--- config.mk ---
export PLATFORM = sky130hd
export DESIGN_NAME = acs_sequencer
export DESIGN_NICKNAME = d
export VERILOG_FILES = /design/src/acs_pkg.sv /design/src/acs_prescaler.sv /design/src/acs_sequencer.sv
export SDC_FILE = /design/constraint.sdc
export NUM_CORES = 1
export LEC_CHECK = 0
export BUFFER_PORTS_ARGS = -buffer_cell sky130_fd_sc_hd__clkbuf_2
export CAP_MARGIN = 20
export CORE_UTILIZATION = 50
export CTS_CLUSTER_DIAMETER = 50
export CTS_CLUSTER_SIZE = 28
export DETAILED_ROUTE_END_ITERATION = 7
export PLACE_DENSITY = 0.77
export SLEW_MARGIN = 20
export SYNTH_ARGS = -nofsm -noshare
export SYNTH_HDL_FRONTEND = slang
export SYNTH_SLANG_ARGS = --single-unit
--- constraint.sdc ---
create_clock -name aclk -period 2.2 [get_ports aclk]
set_input_delay 0.22 -clock aclk [delete_from_list [all_inputs] [get_ports aclk]]
set_output_delay 0.22 -clock aclk [all_outputs]
set_load 0.02 [all_outputs]
--- src/acs_pkg.sv ---
package acs_pkg;

  // Register byte offsets on the AXI4-Lite slave
  localparam logic [7:0] OFF_CTRL_A      = 8'h00;
  localparam logic [7:0] OFF_CTRL_B      = 8'h04;
  localparam logic [7:0] OFF_INPUT_SEL   = 8'h08;
  localparam logic [7:0] OFF_RESULT_LOW  = 8'h0C;
  localparam logic [7:0] OFF_RESULT_HIGH = 8'h10;
  localparam logic [7:0] OFF_STATUS      = 8'h14;

  // converter_ctrl_a fields
  localparam int CA_EN      = 0;
  localparam int CA_GO      = 1;
  localparam int CA_AUTO    = 2;
  localparam int CA_DONE    = 3;
  localparam int CA_DIV_LSB = 4;

  // converter_ctrl_b fields
  localparam int CB_TRIG_LSB = 0;
  localparam int CB_PGATE    = 3;

  // input_select_reg fields
  localparam int IS_CHAN_LSB = 0;
  localparam int IS_REF_LSB  = 4;

  // Status register fields
  localparam int ST_BUSY    = 0;
  localparam int ST_FIRST   = 1;
  localparam int ST_ACT_LSB = 2;
  localparam int ST_LOCK    = 8;

  // Reset values
  localparam logic [2:0] DIV_SEL_RST   = 3'h0;
  localparam logic [2:0] TRIG_SEL_RST  = 3'h0;
  localparam logic       PGATE_RST     = 1'b1;
  localparam logic [5:0] INPUT_SEL_RST = 6'h00;

  // Conversion timing in converter clock cycles and half cycles
  localparam int         CYC_NORMAL      = 13;
  localparam int         CYC_FIRST       = 25;
  localparam logic [5:0] LEN_NORMAL_HALF = 6'(2 * CYC_NORMAL);
  localparam logic [5:0] LEN_FIRST_HALF  = 6'(2 * CYC_FIRST);
  localparam logic [5:0] LEN_AUTO_HALF   = 6'h1B;
  localparam logic [5:0] SH_NORMAL_HALF  = 6'h03;
  localparam logic [5:0] SH_FIRST_HALF   = 6'h1B;
  localparam logic [5:0] SH_AUTO_HALF    = 6'h04;

  // Trigger source that means free running
  localparam logic [2:0] TRIG_FREE_RUN = 3'h0;
  localparam int         PRESC_W       = 7;

  // AXI responses
  localparam logic [1:0] RESP_OKAY   = 2'h0;
  localparam logic [1:0] RESP_SLVERR = 2'h2;

  typedef enum logic [2:0] {
    ACS_IDLE = 3'h1,
    ACS_WAIT = 3'h2,
    ACS_CONV = 3'h4
  } acs_state_e;

endpackage

--- src/acs_prescaler.sv ---
`timescale 1ns/1ps
module acs_prescaler (
  // Clock and reset
  input  wire logic       aclk,
  input  wire logic       aresetn,
  input  wire logic       ce,
  // Control
  input  wire logic       enable,
  input  wire logic       restart,
  input  wire logic [2:0] div_sel,
  // Converter clock edges
  output logic            rise,
  output logic            fall
);

  typedef struct packed {
    logic [acs_pkg::PRESC_W-1:0] cnt;
  } acs_presc_s;

  acs_presc_s                  s_q;
  acs_presc_s                  s_d;
  logic [2:0]                  k;
  logic [acs_pkg::PRESC_W-1:0] mask;

  // One counter feeds every ratio, so edges never glitch on a change
  always_comb begin
    s_d  = s_q;
    k    = (div_sel == 3'h0) ? 3'h1 : div_sel;
    mask = 7'((8'h01 << k) - 8'h01);
    rise = enable && ((s_q.cnt & mask) == mask);
    fall = enable && ((s_q.cnt & mask) == (mask >> 1));
    if (!enable || restart) begin
      s_d.cnt = '0;
    end else begin
      s_d.cnt = s_q.cnt + 7'h01;
    end
  end

  always_ff @(posedge aclk) begin
    if (!aresetn) begin
      s_q <= '0;
    end else if (ce) begin
      s_q <= s_d;
    end
  end

  a_hold_off: assert property (@(posedge aclk) disable iff (!aresetn)
    (ce && !enable) |=> (s_q.cnt == '0) && !rise)
    else $error("prescaler not held while disabled");

endmodule

--- src/acs_sequencer.sv ---
// Local design decisions: register access over AXI4-Lite and the placing of the registers.
`timescale 1ns/1ps
// Contract
// - conversion_go reads one during a conversion, hardware clears it after.
// - Channel change mid-conversion applies only after the running one ends.
// - Auto mode: selected trigger rising edge resets prescaler and starts one.
// - Trigger high at completion or edges during a conversion start nothing.
// - Trigger flag sets regardless; software clears it before next trigger.
// - Completion flag still set when a blocked result is discarded.
// - Done flag as source restarts at each completion; go starts the first.
// - Go write starts a single even in auto mode; go reads busy.
// - Prescaler runs while enabled and is held in reset while disabled.
// - Go-started conversion begins at next rising converter clock edge.
// - Normal conversion lasts 13 converter cycles, the first after enable 25.
// - Sample-hold 1.5 cycles after start, 13.5 for the first conversion.
// - Completion writes result, sets done flag, clears go in single mode.
// - Auto conversions sample two cycles after trigger, three sync clocks.
// - Free running restarts right after completion with go held high.
// - Selections buffered, locked at start, reopened in last converter cycle.
// - Free running: change after first completion hits the conversion after.
// - Reading result_low blocks updates until result_high is read.
// - Selections take effect only while the converter is enabled.
module acs_sequencer (
  // Clock and reset
  input  wire logic        aclk,
  input  wire logic        aresetn,
  input  wire logic        ce,
  // AXI4-Lite write
  input  wire logic [7:0]  s_axi_awaddr,
  input  wire logic        s_axi_awvalid,
  output logic             s_axi_awready,
  input  wire logic [31:0] s_axi_wdata,
  input  wire logic [3:0]  s_axi_wstrb,
  input  wire logic        s_axi_wvalid,
  output logic             s_axi_wready,
  output logic [1:0]       s_axi_bresp,
  output logic             s_axi_bvalid,
  input  wire logic        s_axi_bready,
  // AXI4-Lite read
  input  wire logic [7:0]  s_axi_araddr,
  input  wire logic        s_axi_arvalid,
  output logic             s_axi_arready,
  output logic [31:0]      s_axi_rdata,
  output logic [1:0]       s_axi_rresp,
  output logic             s_axi_rvalid,
  input  wire logic        s_axi_rready,
  // Trigger sources, asynchronous
  input  wire logic [7:0]  trigger_in,
  // Analog core
  input  wire logic [9:0]  result_in,
  output logic             adc_clk,
  output logic             analog_enable,
  output logic [3:0]       channel_sel,
  output logic [1:0]       reference_sel,
  output logic             sample_hold,
  output logic             conv_active
);

  typedef struct packed {
    acs_pkg::acs_state_e state;
    logic                en;
    logic                auto_on;
    logic                done_flag;
    logic [2:0]          div_sel;
    logic [2:0]          trig_sel;
    logic                pgate;
    logic [5:0]          temp_sel;
    logic [5:0]          act_sel;
    logic                first;
    logic [5:0]          half_cnt;
    logic [5:0]          len_half;
    logic [5:0]          sh_half;
    logic [9:0]          result;
    logic                res_lock;
    logic [7:0]          sy1;
    logic [7:0]          sy2;
    logic [7:0]          sy3;
    logic [7:0]          trig_lvl;
    logic                adc_clk;
    logic                an_en;
    logic                sh;
    logic                active;
    logic                aw_full;
    logic [7:0]          aw_addr;
    logic                w_full;
    logic [7:0]          wdata;
    logic                wstrb0;
    logic                awready;
    logic                wready;
    logic                bvalid;
    logic [1:0]          bresp;
    logic                arready;
    logic                rvalid;
    logic [31:0]         rdata;
    logic [1:0]          rresp;
  } acs_seq_s;

  acs_seq_s   s_q;
  acs_seq_s   s_d;
  logic       en_eff;
  logic       unlocked;
  logic       go_wr;
  logic       sel_edge;
  logic       start_auto;
  logic       fin;
  logic       free_run;
  logic       p_rise;
  logic       p_fall;
  logic [7:0] lvl_new;
  logic [7:0] edges;

  acs_prescaler u_presc (
    .aclk    (aclk),
    .aresetn (aresetn),
    .ce      (ce),
    .enable  (en_eff),
    .restart (start_auto),
    .div_sel (s_q.div_sel),
    .rise    (p_rise),
    .fall    (p_fall)
  );

  always_comb begin
    s_d        = s_q;
    go_wr      = 1'b0;
    start_auto = 1'b0;
    fin        = 1'b0;
    en_eff     = s_q.en && !s_q.pgate;
    free_run   = s_q.auto_on && (s_q.trig_sel == acs_pkg::TRIG_FREE_RUN);
    // Change counts once second and third stages agree; adds 3 clocks
    s_d.sy1    = trigger_in;
    s_d.sy2    = s_q.sy1;
    s_d.sy3    = s_q.sy2;
    lvl_new    = (s_q.sy2 & ~(s_q.sy2 ^ s_q.sy3))
               | (s_q.trig_lvl & (s_q.sy2 ^ s_q.sy3));
    s_d.trig_lvl = lvl_new;
    edges      = lvl_new & ~s_q.trig_lvl;
    sel_edge   = !free_run && edges[s_q.trig_sel];
    s_d.sh     = 1'b0;

    // Write channel: address and data taken in either order
    if (s_axi_awvalid && s_q.awready) begin
      s_d.aw_full = 1'b1;
      s_d.aw_addr = s_axi_awaddr;
    end
    if (s_axi_wvalid && s_q.wready) begin
      s_d.w_full = 1'b1;
      s_d.wdata  = s_axi_wdata[7:0];
      s_d.wstrb0 = s_axi_wstrb[0];
    end
    if (s_q.aw_full && s_q.w_full && !s_q.bvalid) begin
      s_d.aw_full = 1'b0;
      s_d.w_full  = 1'b0;
      s_d.bvalid  = 1'b1;
      s_d.bresp   = acs_pkg::RESP_OKAY;
      if (s_q.aw_addr == acs_pkg::OFF_CTRL_A) begin
        if (s_q.wstrb0) begin
          s_d.en      = s_q.wdata[acs_pkg::CA_EN];
          s_d.auto_on = s_q.wdata[acs_pkg::CA_AUTO];
          s_d.div_sel = s_q.wdata[acs_pkg::CA_DIV_LSB +: 3];
          go_wr       = s_q.wdata[acs_pkg::CA_GO];
          if (s_q.wdata[acs_pkg::CA_DONE]) begin
            s_d.done_flag = 1'b0;
          end
        end
      end else if (s_q.aw_addr == acs_pkg::OFF_CTRL_B) begin
        if (s_q.wstrb0) begin
          s_d.trig_sel = s_q.wdata[acs_pkg::CB_TRIG_LSB +: 3];
          s_d.pgate    = s_q.wdata[acs_pkg::CB_PGATE];
        end
      end else if (s_q.aw_addr == acs_pkg::OFF_INPUT_SEL) begin
        if (s_q.wstrb0) begin
          s_d.temp_sel = s_q.wdata[5:0];
        end
      end else if (s_q.aw_addr == acs_pkg::OFF_RESULT_LOW ||
                   s_q.aw_addr == acs_pkg::OFF_RESULT_HIGH ||
                   s_q.aw_addr == acs_pkg::OFF_STATUS) begin
        s_d.bresp = acs_pkg::RESP_OKAY;
      end else begin
        s_d.bresp = acs_pkg::RESP_SLVERR;
      end
    end
    if (s_q.bvalid && s_axi_bready) begin
      s_d.bvalid = 1'b0;
    end

    // Read channel; result_low read blocks result updates
    if (s_axi_arvalid && s_q.arready) begin
      s_d.rvalid = 1'b1;
      s_d.rdata  = 32'h0000_0000;
      s_d.rresp  = acs_pkg::RESP_OKAY;
      if (s_axi_araddr == acs_pkg::OFF_CTRL_A) begin
        s_d.rdata[acs_pkg::CA_EN]          = s_q.en;
        s_d.rdata[acs_pkg::CA_GO]          =
          s_q.state != acs_pkg::ACS_IDLE;
        s_d.rdata[acs_pkg::CA_AUTO]        = s_q.auto_on;
        s_d.rdata[acs_pkg::CA_DONE]        = s_q.done_flag;
        s_d.rdata[acs_pkg::CA_DIV_LSB +: 3] = s_q.div_sel;
      end else if (s_axi_araddr == acs_pkg::OFF_CTRL_B) begin
        s_d.rdata[acs_pkg::CB_TRIG_LSB +: 3] = s_q.trig_sel;
        s_d.rdata[acs_pkg::CB_PGATE]         = s_q.pgate;
      end else if (s_axi_araddr == acs_pkg::OFF_INPUT_SEL) begin
        s_d.rdata[5:0] = s_q.temp_sel;
      end else if (s_axi_araddr == acs_pkg::OFF_RESULT_LOW) begin
        s_d.rdata[7:0] = s_q.result[7:0];
        s_d.res_lock   = 1'b1;
      end else if (s_axi_araddr == acs_pkg::OFF_RESULT_HIGH) begin
        s_d.rdata[1:0] = s_q.result[9:8];
        s_d.res_lock   = 1'b0;
      end else if (s_axi_araddr == acs_pkg::OFF_STATUS) begin
        s_d.rdata[acs_pkg::ST_BUSY]         = s_q.active;
        s_d.rdata[acs_pkg::ST_FIRST]        = s_q.first;
        s_d.rdata[acs_pkg::ST_ACT_LSB +: 6] = s_q.act_sel;
        s_d.rdata[acs_pkg::ST_LOCK]         = s_q.res_lock;
      end else begin
        s_d.rresp = acs_pkg::RESP_SLVERR;
      end
    end
    if (s_q.rvalid && s_axi_rready) begin
      s_d.rvalid = 1'b0;
    end

    // Selection buffer reopens in the last converter cycle
    unlocked = (s_q.state != acs_pkg::ACS_CONV) ||
               (s_q.half_cnt >= (s_q.len_half - 6'h02));
    if (en_eff && unlocked) begin
      s_d.act_sel = s_q.temp_sel;
    end

    case (s_q.state)
      acs_pkg::ACS_IDLE: begin
        if (en_eff && s_q.auto_on && sel_edge) begin
          start_auto   = 1'b1;
          s_d.state    = acs_pkg::ACS_CONV;
          s_d.half_cnt = 6'h00;
          s_d.len_half = s_q.first ? acs_pkg::LEN_FIRST_HALF
                                   : acs_pkg::LEN_AUTO_HALF;
          s_d.sh_half  = s_q.first ? acs_pkg::SH_FIRST_HALF
                                   : acs_pkg::SH_AUTO_HALF;
          s_d.first    = 1'b0;
        end else if (en_eff && go_wr) begin
          s_d.state = acs_pkg::ACS_WAIT;
        end
      end
      acs_pkg::ACS_WAIT: begin
        if (p_rise) begin
          s_d.state    = acs_pkg::ACS_CONV;
          s_d.half_cnt = 6'h00;
          s_d.len_half = s_q.first ? acs_pkg::LEN_FIRST_HALF
                                   : acs_pkg::LEN_NORMAL_HALF;
          s_d.sh_half  = s_q.first ? acs_pkg::SH_FIRST_HALF
                                   : acs_pkg::SH_NORMAL_HALF;
          s_d.first    = 1'b0;
        end
      end
      acs_pkg::ACS_CONV: begin
        // Trigger edges here are dropped on purpose
        if (p_rise || p_fall) begin
          s_d.half_cnt = s_q.half_cnt + 6'h01;
          s_d.sh       = (s_d.half_cnt == s_q.sh_half);
          if (s_d.half_cnt == s_q.len_half) begin
            fin           = 1'b1;
            s_d.done_flag = 1'b1;
            if (!s_q.res_lock) begin
              s_d.result = result_in;
            end
            if (free_run) begin
              s_d.half_cnt = 6'h00;
              s_d.len_half = acs_pkg::LEN_NORMAL_HALF;
              s_d.sh_half  = acs_pkg::SH_NORMAL_HALF;
            end else begin
              s_d.state = acs_pkg::ACS_IDLE;
            end
          end
        end
      end
      default: begin
        s_d.state = acs_pkg::ACS_IDLE;
      end
    endcase

    // Disable aborts and rearms the long first conversion
    if (!en_eff) begin
      s_d.state = acs_pkg::ACS_IDLE;
      s_d.first = 1'b1;
    end
    if (p_rise) begin
      s_d.adc_clk = 1'b1;
    end else if (p_fall || !en_eff) begin
      s_d.adc_clk = 1'b0;
    end
    s_d.an_en   = en_eff;
    s_d.active  = (s_d.state == acs_pkg::ACS_CONV);
    s_d.awready = !s_d.aw_full && !s_d.bvalid;
    s_d.wready  = !s_d.w_full && !s_d.bvalid;
    s_d.arready = !s_d.rvalid;
  end

  always_ff @(posedge aclk) begin
    if (!aresetn) begin
      s_q          <= '0;
      s_q.state    <= acs_pkg::ACS_IDLE;
      s_q.first    <= 1'b1;
      s_q.div_sel  <= acs_pkg::DIV_SEL_RST;
      s_q.trig_sel <= acs_pkg::TRIG_SEL_RST;
      s_q.pgate    <= acs_pkg::PGATE_RST;
      s_q.temp_sel <= acs_pkg::INPUT_SEL_RST;
    end else if (ce) begin
      s_q <= s_d;
    end
  end

  assign s_axi_awready = s_q.awready;
  assign s_axi_wready  = s_q.wready;
  assign s_axi_bvalid  = s_q.bvalid;
  assign s_axi_bresp   = s_q.bresp;
  assign s_axi_arready = s_q.arready;
  assign s_axi_rvalid  = s_q.rvalid;
  assign s_axi_rdata   = s_q.rdata;
  assign s_axi_rresp   = s_q.rresp;
  assign adc_clk       = s_q.adc_clk;
  assign analog_enable = s_q.an_en;
  assign channel_sel   = s_q.act_sel[3:0];
  assign reference_sel = s_q.act_sel[5:4];
  assign sample_hold   = s_q.sh;
  assign conv_active   = s_q.active;

  a_single_done: assert property (@(posedge aclk) disable iff (!aresetn)
    (ce && fin && !free_run && en_eff) |=>
      (s_q.done_flag && s_q.state == acs_pkg::ACS_IDLE && !s_q.active))
    else $error("single completion did not clear go and set flag");

  a_done_blocked: assert property (@(posedge aclk) disable iff (!aresetn)
    (ce && fin && s_q.res_lock) |=> (s_q.done_flag && $stable(s_q.result)))
    else $error("blocked completion lost flag or changed result");

  a_sel_locked: assert property (@(posedge aclk) disable iff (!aresetn)
    (ce && s_q.state == acs_pkg::ACS_CONV &&
     s_q.half_cnt < s_q.len_half - 6'h02) |=> $stable(s_q.act_sel))
    else $error("selection changed while locked");

  a_go_on_rise: assert property (@(posedge aclk) disable iff (!aresetn)
    (ce && en_eff && s_q.state == acs_pkg::ACS_WAIT && p_rise) |=>
      (s_q.active && s_q.half_cnt == 6'h00))
    else $error("go request did not start at converter edge");

  a_len_match: assert property (@(posedge aclk) disable iff (!aresetn)
    fin |-> (s_q.len_half == acs_pkg::LEN_NORMAL_HALF ||
             s_q.len_half == acs_pkg::LEN_FIRST_HALF ||
             s_q.len_half == acs_pkg::LEN_AUTO_HALF) &&
            (s_q.half_cnt == s_q.len_half - 6'h01))
    else $error("conversion ended at wrong length");

  a_sh_point: assert property (@(posedge aclk) disable iff (!aresetn)
    (sample_hold && s_q.active) |-> (s_q.half_cnt == s_q.sh_half))
    else $error("sample-hold at wrong half cycle");

  a_edge_ignore: assert property (@(posedge aclk) disable iff (!aresetn)
    (ce && en_eff && s_q.state == acs_pkg::ACS_CONV && !fin && sel_edge)
      |=> (s_q.state == acs_pkg::ACS_CONV &&
           s_q.half_cnt >= $past(s_q.half_cnt)))
    else $error("trigger edge disturbed running conversion");

  a_free_run: assert property (@(posedge aclk) disable iff (!aresetn)
    (ce && en_eff && fin && free_run) |=>
      (s_q.active && s_q.half_cnt == 6'h00 && s_q.done_flag))
    else $error("free running did not restart");

  a_auto_start: assert property (@(posedge aclk) disable iff (!aresetn)
    (ce && start_auto) |=> (s_q.active && !p_rise && s_q.half_cnt == 6'h00))
    else $error("auto trigger did not restart prescaler and start");

endmodule

==> results.md <==
- Share of layout cells above drive strength 1: 0.2697
- Most frequent cell after synthesis: dfxtp_1
- Synth Area in Compound Gates: 0.1646
- Slew Viols, Final: 0
- Largest family of logic cells by synthesized area: simple AND/OR/NAND/NOR gates
- Detailed Place HPWL: 10.51 mm
- Synthesized-area fraction occupied by xor and xnor cells: 0.01972
- Sequential cell fraction of total power: 0.419
- Hold Vio Cnt, Final: 0
- Net Sw Frac: 0.2211
- CP Launch Point: s_q[122]
- Worst r2r dst: s_q[97]
- Routed wire length: 15.81 mm
- Post-synth top area share: 0.4024
- Max clock buf depth: 2
- GP Congestion: 0.8480
- Vias: 5627
- Fin crit period: 2278 ps
- Internal: 4.313 mW
- Crit path DAT: 2550 ps
- Total track usage: 0.2386
- Top post-synthesis cells by area: dfxtp_1, mux2i_1, nor2_1
- Clock power frac: 0.527
- Yosys cell types: 62
- Critical Path Most Common Cell: or3_4
- Avg WL per Cell: 15.32 microns
- Syn Area/Cell: 8.403 sq um
- Failing checks: negative setup slack
- Leakage: 3.466 nW
- Number of synthesized register bits: 125
- Actual slew at the worst max-slew pin: 523.4 ps
- CTS H-Tree Depth: 4
- Crit-path cells: xor2_1 > xnor2_1 > or3_4 > or3_4 > nor3_4 > clkbuf_16 > mux2i_1 > nor2_1
- Ant diodes: 0
- Setup-failing EPs final: 14
- Worst setup EP type: flop
- Router iterations before antenna repair: 5
- Detail Route Antenna Nets: 0
- TritonCTS Buffers: 17
- Top_reg_cell synth: dfxtp_1
- Clock sink count: 125
- I/O Buffers: 75
- Max-Cap Viols: 0
- Hold Crit Class: input pin to flop
- Synthesis-to-finish area growth: 27.26%
- Largest net degree at the start of global routing: 55
- Fin util: 0.6561
- Final Worst Setup Slack: -77.61 ps
- Rows: 40
- YS warnings: 0
- Hold Worst Slack: 26.48 ps
- Top cells by count, synth: dfxtp_1, nor2_1, nand2_1, a21oi_1, mux2i_1
- Core Region: 12060 sq um
- Fin Clk Skew: 13.51 ps
- Worst Setup EP: s_q[97]
- Gr ovfl total: 0
- Initial antenna violation count: 0
- Fraction of the mapped netlist area in adder cells: 0.02012
- Normalized max-slew margin: 0.6511
- Vias in the first global route: 5093
- Power Density: 699.7 nW/um^2
- IO Count: 129
- Critical path depth: 8
- RSZ-0062 raised after global routing: true
- Mux contribution to synthesized area: 0.09517
- Initial DRC count: 408
- Fmax achieved: 0.4391 GHz
- Crit path buffers/inverters: 1
- Sequential fraction of the synthesis area: 0.4024
- Worst Reg2Reg Path Length in Cells: 8
- Vias per cell: 5.453
- CP required: 2480 ps
- Max incr delay on CP: 370 ps
- NetSw: 1.224 mW
- Post-synth ARST share: 0
- Die Wd: 113.5 microns
- Synth area leader: dfxtp_1
- Worst VDD drop: 0.0006916 V
- Synth Instances: 740
- Worst Path Max Fanout: 5
- Die area: 12890 sq um
- CTS tree: done
- Nets: 940
- Cell family with most CP delay: simple AND/OR/NAND/NOR gates
- Reg-to-reg slack, setup: -80 ps
- Simple-gate share of the synthesized area: 0.2125
- Clock Latency Late Sink: 410 ps
- DIE HEIGHT: 113.5 microns
- Period utilization: 1.035
- Post-synth EDFFs: 0
- Drt drc: 0
- Hold buffer count at cts: 0
- Reg2Reg Launch Point: s_q[122]
- Initial Util: 0.5156
- Mapped Area: 6218 sq um
- Status: finished, violations left
- Comb pwr share: 0.053
- Root Driver: clkbuf_16
- CP startpoint kind: flop
- Critical path's slowest cell: or3_4
- Setup CP Type: flop to flop
- First-pass GRT wire length: 24.48 mm
- Clock transition at the registers of the reported paths: 60 ps
per-stage QoR:
step / cell area [sq um] / setup WS [ps] / cells / power, mW / setup TNS [ps]
floorplan: 6314 / -24.85 / 764 / 2.592 / -185.5
global placement: 6998 / -43.24 / 995 / 2.657 / -508.4
detailed placement: 6998 / -113.7 / 995 / 2.663 / -989.6
CTS: 7706 / -15.75 / 1027 / 5.555 / -26.22
global route: 7914 / -148.5 / 1032 / 5.694 / -2218
finish: 7914 / -77.61 / 1032 / 5.538 / -669.8
cell type report:
cell class              instances  area, sq um
multi-input cells             544         3500
inverters                      13        51.30
flip-flops and latches        125         2519
clock inverters                11        166.4
clock buffers                  20        446.7
repair buffers                151         1021
fillers                       961         4148
well taps                     168        210.2
placed cells by master (no fill, tap or decap), types with 11 or more instances in the layout:
| master | Yosys | final |
|---|---|---|
| dfxtp_1 | 125 | 116 |
| nor2_1 | 89 | 88 |
| nand2_1 | 85 | 85 |
| clkbuf_2 | 0 | 75 |
| buf_4 | 44 | 69 |
| a21oi_1 | 61 | 60 |
| mux2i_1 | 58 | 57 |
| o21ai_0 | 27 | 26 |
| conb_1 | 1 | 25 |
| clkbuf_16 | 0 | 18 |
| nand3_1 | 19 | 15 |
| a21o_1 | 13 | 13 |
| inv_1 | 12 | 11 |
per-layer routing:
layer | global-route usage | share of wire | vias to the layer above
met1 | 0.3090 | 0.44 | 2646
met5 | 0 | 0 | -
met2 | 0.3996 | 0.49 | 187
met4 | 0.08158 | 0.012 | 0
met3 | 0.04357 | 0.056 | 19
li1 | - | - | 2775
power groups by stage:
stage	registers, mW	logic, mW	clock network, mW
2_1_floorplan	2.37	0.220	0
3_3_place_gp	2.37	0.288	0
3_5_place_dp	2.37	0.292	0
4_1_cts	2.32	0.294	2.94
5_1_grt	2.32	0.322	3.05
6_report	2.32	0.296	2.92
cell families (layout without fill, tap and decap cells):
| group | after synthesis | count (layout) |
|---|---|---|
| AOI/OAI and AO/OA | 163 | 163 |
| and+or+nand+nor | 273 | 273 |
| buffers and inverters | 95 | 195 |
| xor gates and xnor gates | 14 | 14 |
| adders and majority gates | 10 | 10 |
| muxes | 59 | 59 |
| other | 1 | 25 |
| DFF | 125 | 125 |
worst min-delay path by stage:
stage	startpoint	end	slack, ps	cells past startpoint
after floorplan	s_axi_wstrb[0]	s_q[41]	360	2
after global placement	s_q[56]	s_q[56]	440	2
after detailed placement	s_q[56]	s_q[56]	440	2
after CTS	s_axi_awaddr[6]	s_q[57]	20	3
after global routing	s_axi_awaddr[7]	s_q[58]	40	3
final	s_axi_awaddr[3]	s_q[54]	30	3
tightest hold or removal path: stages:
cell	delay [ps]
clkbuf_2	80
nand2_1	40
a21oi_1	50
registers in the layout, summed over array words and instances (netlist names):
register	flops
s_q	76
s_d	16
s_axi_rdata	9
u_presc.s_q	7
channel_sel	4
reference_sel	2
adc_clk	1
analog_enable	1
conv_active	1
s_axi_arready	1
s_axi_awready	1
s_axi_bresp	1
s_axi_bvalid	1
s_axi_rresp	1
s_axi_rvalid	1
s_axi_wready	1
sample_hold	1
what timing repair did:
action	4_1_cts	5_1_grt
hold endpoints to repair	0	0
resized for setup	20	31
cloned	0	1
pin swaps	2	11
endpoints found under the setup margin	23	31
buffers inserted	1	4
No activity file was read; power rests on OpenSTA's default activity.
